$ cat src/lhm_pkg.sv
// Package with the constants shared by both ends of the link liveness monitor.
// Assumes one user clock at 10 MHz drives both ends.
package lhm_pkg;

	// User clock period in nanoseconds.
	localparam int unsigned CLOCK_PERIOD_NS = 100;

	// Compensation burst: three cycles high, once every 10,000 cycles.
	localparam int unsigned COMP_BURST_CYCLES = 3;
	localparam int unsigned COMP_PERIOD_CYCLES = 10000;
	localparam logic [13:0] COMP_BURST_LAST = 14'(COMP_BURST_CYCLES - 1);
	localparam logic [13:0] COMP_PERIOD_LAST = 14'(COMP_PERIOD_CYCLES - 1);

	// Least reset hold before removal or power down.
	localparam int unsigned SHUTDOWN_HOLD_CYCLES = 128;
	localparam logic [7:0] SHUTDOWN_HOLD_LAST = 8'(SHUTDOWN_HOLD_CYCLES - 1);

	// Default liveness timeout, two and a half compensation periods.
	localparam int unsigned LIVENESS_TIMEOUT_CYCLES = 25000;

	// Width of the liveness counter.
	localparam int unsigned TIMEOUT_WIDTH = 16;

	// Length of the reset pulse that the monitor issues after a timeout.
	localparam logic [3:0] RECOVERY_PULSE_LAST = 4'hF;

	// Received block kinds as seen on the link.
	typedef enum logic [1:0] {
		LHM_BLK_NONE = 2'h0,
		LHM_BLK_DATA = 2'h1,
		LHM_BLK_COMP = 2'h2,
		LHM_BLK_NOT_READY = 2'h3
	} lhm_block_t;

	// Monitor states, Gray coded along idle, watch, recover.
	typedef enum logic [1:0] {
		LHM_ST_IDLE = 2'h0,
		LHM_ST_WATCH = 2'h1,
		LHM_ST_RECOVER = 2'h3
	} lhm_state_t;

	// Returns true when a received block kind restarts the liveness timeout.
	function automatic logic lhm_is_live(input lhm_block_t kind, input logic rx_only);
		if (rx_only) begin
			return kind != LHM_BLK_NONE;
		end
		return kind == LHM_BLK_COMP;
	endfunction

endpackage

$ cat src/lhm_link_if.sv
// Interface carrying received blocks from the remote partner to the monitor end.
// Assumes both ends share the one user clock.
`timescale 1ns/10ps
interface lhm_link_if;
	import lhm_pkg::*;

	// Block kind and its valid strobe, driven by the remote partner.
	lhm_block_t block_type_code;
	logic block_valid;

	// Remote partner's link-up indication.
	logic remote_link_up;

	// Reset pulses the monitor issues toward the link core and transceiver.
	logic core_reset;
	logic transceiver_reset;

	modport monitor (
		input block_type_code,
		input block_valid,
		input remote_link_up,
		output core_reset,
		output transceiver_reset
	);

	modport partner (
		output block_type_code,
		output block_valid,
		output remote_link_up,
		input core_reset,
		input transceiver_reset
	);
endinterface

$ cat src/lhm_monitor.sv
// Liveness monitor end: watches received blocks and resets the link when they stop.
// Assumes received blocks arrive on the user clock and the partner supplies compensation blocks.
//
// Overview of operation
// - Duplex: compensation blocks prove channel alive.
// - Timeout resets link core and transceiver.
// - Receive-only: any valid block code counts.
// - Enable zero removes all timeout behaviour.
// - Keep the monitor enabled in normal operation.
// - Partner must include the compensation generator.
// - User holds reset 128 cycles before removal.
// - Reset sends not-ready idles; partner drops cleanly.
// - Compensation request: three cycles every 10,000.
// - Never stop compensation while monitor is enabled.
`timescale 1ns/10ps
module lhm_monitor
	import lhm_pkg::*;
#(
	parameter bit LIVENESS_MONITOR_ENABLE = 1'b1,
	parameter bit RX_ONLY_SIMPLEX = 1'b0,
	parameter logic [TIMEOUT_WIDTH-1:0] TIMEOUT_CYCLES = TIMEOUT_WIDTH'(LIVENESS_TIMEOUT_CYCLES)
) (
	// Clock and reset.
	input wire logic clock,
	input wire logic rst_n,
	// User control.
	input wire logic user_reset,
	// Link side.
	lhm_link_if.monitor link,
	// Status.
	output logic not_ready_idle_blocks,
	output logic link_timed_out,
	output logic monitor_active
);

	lhm_state_t state;
	lhm_state_t next_state;
	logic [TIMEOUT_WIDTH-1:0] idle_count;
	logic [3:0] pulse_count;
	logic core_reset_q;
	logic transceiver_reset_q;

	// State decodes shared by the counters and the timeout test.
	wire in_watch = state == LHM_ST_WATCH;
	wire in_recover = state == LHM_ST_RECOVER;

	// The received block is only trusted when its strobe is high.
	wire live_block = link.block_valid && lhm_is_live(link.block_type_code, RX_ONLY_SIMPLEX);
	wire timeout_hit = in_watch && (idle_count == TIMEOUT_CYCLES);
	wire pulse_done = pulse_count == RECOVERY_PULSE_LAST;

	// Outputs are registered from the next-state decodes, so each one changes on the same edge as the
	// state and none of them trails the state machine by a cycle.
	wire enter_watch = next_state == LHM_ST_WATCH;
	wire enter_recover = next_state == LHM_ST_RECOVER;
	// A user shutdown and a recovery both hold the core and send not-ready idles, so the partner sees
	// the same clean drop either way; only a timeout reaches the transceiver.
	wire link_held = user_reset || enter_recover;

	// A user reset always wins over a pending timeout in the next-state logic, so a shutdown never starts a recovery.
	always_comb begin
		next_state = state;
		case (state)
			LHM_ST_IDLE: begin
				if (LIVENESS_MONITOR_ENABLE && !user_reset) begin
					next_state = LHM_ST_WATCH;
				end
			end
			LHM_ST_WATCH: begin
				if (user_reset) begin
					next_state = LHM_ST_IDLE;
				end else if (timeout_hit) begin
					next_state = LHM_ST_RECOVER;
				end
			end
			LHM_ST_RECOVER: begin
				if (pulse_done) begin
					next_state = LHM_ST_IDLE;
				end
			end
			default: begin
				next_state = LHM_ST_IDLE;
			end
		endcase
	end

	always_ff @(posedge clock or negedge rst_n) begin
		if (!rst_n) begin
			state <= LHM_ST_IDLE;
		end else begin
			state <= next_state;
		end
	end

	// Counter restarts on every liveness block and holds once the limit is reached.
	always_ff @(posedge clock or negedge rst_n) begin
		if (!rst_n) begin
			idle_count <= '0;
		end else if (!in_watch || live_block) begin
			idle_count <= '0;
		end else if (!timeout_hit) begin
			idle_count <= idle_count + 1'b1;
		end
	end

	// The pulse is timed in its own state, so its length does not depend on when the timeout hit.
	always_ff @(posedge clock or negedge rst_n) begin
		if (!rst_n) begin
			pulse_count <= '0;
		end else if (in_recover) begin
			pulse_count <= pulse_count + 1'b1;
		end else begin
			pulse_count <= '0;
		end
	end

	// Both resets are raised on entry to the recovery state so core and transceiver restart together.
	always_ff @(posedge clock or negedge rst_n) begin
		if (!rst_n) begin
			core_reset_q <= 1'b0;
		end else begin
			core_reset_q <= link_held;
		end
	end

	// The transceiver is left alone during a user shutdown; restarting it then would only lengthen
	// the time the partner needs to see the link come back.
	always_ff @(posedge clock or negedge rst_n) begin
		if (!rst_n) begin
			transceiver_reset_q <= 1'b0;
		end else begin
			transceiver_reset_q <= enter_recover;
		end
	end

	// One pulse per timeout, also when a user reset in the same cycle stops the recovery, so pulses count timeouts, not recoveries.
	always_ff @(posedge clock or negedge rst_n) begin
		if (!rst_n) begin
			link_timed_out <= 1'b0;
		end else begin
			link_timed_out <= timeout_hit;
		end
	end

	// A monitor built without the watchdog never reports itself active.
	always_ff @(posedge clock or negedge rst_n) begin
		if (!rst_n) begin
			monitor_active <= 1'b0;
		end else begin
			monitor_active <= enter_watch;
		end
	end

	// While the core is held in reset only not-ready idles leave toward the partner.
	always_ff @(posedge clock or negedge rst_n) begin
		if (!rst_n) begin
			not_ready_idle_blocks <= 1'b0;
		end else begin
			not_ready_idle_blocks <= link_held;
		end
	end

	assign link.core_reset = core_reset_q;
	assign link.transceiver_reset = transceiver_reset_q;

endmodule

$ cat src/flat_wrapper.sv
// flat-port wrapper written by rule: the top's interface ports become plain ports
module lhm_monitor_flat import lhm_pkg::*;
#(
	parameter bit LIVENESS_MONITOR_ENABLE = 1'b1,
	parameter bit RX_ONLY_SIMPLEX = 1'b0,
	parameter logic [TIMEOUT_WIDTH-1:0] TIMEOUT_CYCLES = TIMEOUT_WIDTH'(LIVENESS_TIMEOUT_CYCLES)
)
  (clock, rst_n, user_reset, not_ready_idle_blocks, link_timed_out, monitor_active, link_block_type_code, link_block_valid, link_remote_link_up, link_core_reset, link_transceiver_reset);
  lhm_link_if link_i ();
  input wire logic clock;
  input wire logic rst_n;
  input wire logic user_reset;
  output logic not_ready_idle_blocks;
  output logic link_timed_out;
  output logic monitor_active;
  input wire logic [$bits(link_i.block_type_code)-1:0] link_block_type_code;
  input wire logic [$bits(link_i.block_valid)-1:0] link_block_valid;
  input wire logic [$bits(link_i.remote_link_up)-1:0] link_remote_link_up;
  output wire logic [$bits(link_i.core_reset)-1:0] link_core_reset;
  output wire logic [$bits(link_i.transceiver_reset)-1:0] link_transceiver_reset;
  assign link_i.block_type_code = link_block_type_code;
  assign link_i.block_valid = link_block_valid;
  assign link_i.remote_link_up = link_remote_link_up;
  assign link_core_reset = link_i.core_reset;
  assign link_transceiver_reset = link_i.transceiver_reset;
  lhm_monitor #(.LIVENESS_MONITOR_ENABLE(LIVENESS_MONITOR_ENABLE), .RX_ONLY_SIMPLEX(RX_ONLY_SIMPLEX), .TIMEOUT_CYCLES(TIMEOUT_CYCLES)) u_core (.clock(clock), .rst_n(rst_n), .user_reset(user_reset), .link(link_i), .not_ready_idle_blocks(not_ready_idle_blocks), .link_timed_out(link_timed_out), .monitor_active(monitor_active));
endmodule
$ cat config.mk
export PLATFORM = sky130hd
export DESIGN_NAME = lhm_monitor_flat
export DESIGN_NICKNAME = d
export VERILOG_FILES = /design/src/lhm_pkg.sv /design/src/lhm_link_if.sv /design/src/lhm_monitor.sv /design/src/flat_wrapper.sv
export SDC_FILE = /design/constraint.sdc
export NUM_CORES = 1
export LEC_CHECK = 0
export BUFFER_PORTS_ARGS = -buffer_cell sky130_fd_sc_hd__buf_2
export CAP_MARGIN = 20
export CELL_PAD_IN_SITES_DETAIL_PLACEMENT = 1
export CELL_PAD_IN_SITES_GLOBAL_PLACEMENT = 1
export CORE_MARGIN = 2
export CORE_UTILIZATION = 40
export CTS_CLUSTER_DIAMETER = 60
export CTS_CLUSTER_SIZE = 10
export DETAILED_ROUTE_END_ITERATION = 8
export PLACE_DENSITY = 0.69
export SLEW_MARGIN = 0
export SYNTH_ARGS = -nofsm -noshare
export SYNTH_HDL_FRONTEND = slang
export SYNTH_SLANG_ARGS = --single-unit
$ cat constraint.sdc
create_clock -name clock -period 1.75 [get_ports clock]
set_input_delay 0.175 -clock clock [delete_from_list [all_inputs] [get_ports clock]]
set_output_delay 0.175 -clock clock [all_outputs]
set_load 0.05 [all_outputs]
==> metrics <==
antenna diode count=0; worst path cell trace=and4_1 -> nand3_1 -> or4_1 -> a21oi_1; RSZ-0062 raised after global routing=no; minimum clock period=approximately 1.6 ns; most frequent cell after synthesis=dfrtp_1; multi-input logic area=roughly 600 um^2; Post-Route Skew=0.00180 ns; FILL cells=between 300 and 400; drt first pass iters=3; FF-to-FF End=u_core.idle_count[15]; final period utilization=around nine tenths; via/cell ratio=roughly 5.1; post-synth net total=134; Worst-Margin Slew=slightly above 0.7 ns; R2R depth=4; Wirelength per Cell=approximately 14 um; setup TNS=0 ns; Seq cells post-synth=26; number of flops mapped to enable cells by yosys=0; worst vdd ir=~0.00044 V; Cell variety after synth=35; CP required=around 2.0 ns; max-cap violations=0; vias=946; total global-route track usage=between 10% and 20%; Routed Antenna Nets=0; CP max stage delay=about 0.45 ns; PortBufs=10; vias in the first global route=about 1,000; share of cells above drive strength 1=21.3%; worst r2r src=u_core.idle_count[0]; critical path class=reg2reg; gr ovfl total=0; register cell area after layout=651 um^2; clock sinks=26; PD cells=around 750 nW/um^2; first-pass GRT wire length=roughly 4700 um; clk buf depth=2; worst slack, placed=0.134 ns; Cell Rows=20; ys async rst share=100%; RePlAce Congestion=0.811; reg2reg setup slack=around 0.15 ns; Chip Width=60.2 um; die area=between 3000 and 4000 um^2; CTS H-tree depth=1; Detailed Place HPWL=2010 um; Ports=12; Seq/Total Area, Yosys=between 50 and 60%; max_slew headroom=52.4%; largest net degree at the start of global routing=27; Fin. Hold Viols=0; TritonCTS buffer count=3; CP max FO=5; clk_lat worst skew=around 0.32 ns; syn_area_per_cell=about 10 um^2; Hold Path Sink=u_core.monitor_active; top_reg_cell synth=dfrtp_1; Worst setup EP type=flip-flop; DRC=0; HP Class=in2reg; Hold Path Origin=user_reset; slowest CP cell=dfrtp_1; Leakage=0.000651 uW; Nets=about 150; DRT Wirelength=2640 um; # setup viols final=0; CP Launch Type=flip-flop; area delta synth->final=16.4%; Netlist Area Pre-Place=approximately 1300 um^2; die span in y=60.2 um; Post-Layout Cell Count=about 190; Yosys top cell area share=51.5%; Critical Path AT=~1.9 ns; Final Power=between 1000 and 1500 uW; Synth Instances=approximately 120; Iter 0 DRT Violations=63; Inst Count DP=between 150 and 200; Initial Utilization=41.7%; top post-synthesis cells by area=dfrtp_1, xor2_1, nor2_1, a21oi_1, ha_1; PnR worst setup slack=around 0.15 ns; top cells by count, synth=dfrtp_1, nor2_1, a21oi_1, xor2_1, nand2_1; final slew viol count=0; WHS Path Cells=2; Yosys warnings=0; Core Box Area=between 3000 and 4000 um^2; largest area contributor in the netlist=dfrtp_1; Max Clock Freq=slightly above 0.6 GHz; fin util=around 49%; status=complete, no violations; antenna violations before repair=0; Worst-path clk slew=approximately 0.14 ns; clk root buf=clkbuf_4; CTS tree=built
flip-flops by register name, indices dropped and copies added (netlist names):
| signal | cells |
|---|---|
| u_core.monitor_active | 1 |
| u_core.idle_count | 16 |
| u_core.state | 2 |
| u_core.link_timed_out | 1 |
| u_core.pulse_count | 4 |
| u_core.link.transceiver_reset | 1 |
| u_core.link.core_reset | 1 |
metrics by stage:
step / cell area [um^2] / hold WS, ns
6_report: 1470 / 0.0440
5_1_grt: 1470 / 0.0425
3_3_place_gp: 1390 / 0.204
3_5_place_dp: 1390 / 0.207
2_1_floorplan: 1260 / -0.121
4_1_cts: 1450 / 0.0336
how the worst max path moves through the flow:
| stage | startpoint | to | slack [ns] | depth (start not counted) |
|---|---|---|---|---|
| 2_1_floorplan | u_core.idle_count[6] | u_core.idle_count[11] | 0.23 | 4 |
| 3_3_place_gp | u_core.idle_count[10] | u_core.idle_count[11] | 0.13 | 4 |
| 3_5_place_dp | u_core.idle_count[12] | u_core.idle_count[11] | 0.13 | 4 |
| 4_1_cts | u_core.idle_count[12] | u_core.idle_count[11] | 0.11 | 4 |
| 5_1_grt | u_core.idle_count[2] | u_core.idle_count[15] | 0.02 | 4 |
| 6_report | u_core.idle_count[0] | u_core.idle_count[15] | 0.15 | 4 |
critical path, delay by kind of cell, from the launching register on:
kind	cells	cell delay (ns)
compound gates	1	0.16
flops	1	0.45
simple gates	3	0.93
final cells by class:
| type | count | share of cell area (%) |
|---|---|---|
| clock inverters | 1 | 2.04 |
| repair buffers | 17 | 7.16 |
| flip-flops and latches | 26 | 44.3 |
| multi-input cells | 91 | 40.5 |
| inverters | 3 | 0.767 |
| well taps | 44 | 3.75 |
| clock buffers | 3 | 1.53 |
metal layers:
layer  GRT usage, %  share of wire [%]
met5              0                  0
met4           6.67               0.72
met3           2.60                1.1
met2           27.8                 50
met1           24.4                 48
power by group:
part	leakage (uW)	switching, uW	internal (uW)
logic	0.000268	46.3	20.6
registers	0.000354	8.70	609
clock network	0.0000279	178	231
total	0.000651	233	861
layout by cell type (no fill, tap or decap), types with 2 or more instances in the layout:
cell type  netlist  layout
buf_2            0      10
buf_4            1       6
or3_1            3       3
and4_1           2       2
nand3_1          5       5
nand4_1          6       6
o21ai_0          6       6
o31ai_1          3       3
nor3_1           4       4
nor2_1          14      14
ha_1             3       3
and3_1           2       2
xnor2_1          2       2
a21oi_1          8       8
xor2_1           8       8
dfrtp_1         26      26
and2_1           2       2
clkbuf_4         0       3
nand2_1          7       7
inv_1            3       3
cell families (layout without fill, tap and decap cells):
family | count (synthesis) | in the layout | synth area share (%)
xor gates and xnor gates | 10 | 10 | 6.94
muxes | 1 | 1 | 1.19
AOI/OAI and AO/OA | 19 | 19 | 8.62
and+or+nand+nor | 58 | 58 | 26.4
DFF | 26 | 26 | 51.5
adders and majority gates | 3 | 3 | 2.97
buffers and inverters | 7 | 24 | 2.38
repair_timing:
action | 4_1_cts | 5_1_grt
gates resized for setup | 0 | 2
hold buffers | 1 | 0
endpoints found under the setup margin | 0 | 7
setup buffers | 0 | 1
hold endpoints to repair | 26 | 0
Note: power is estimated with default switching activity, not from simulation.
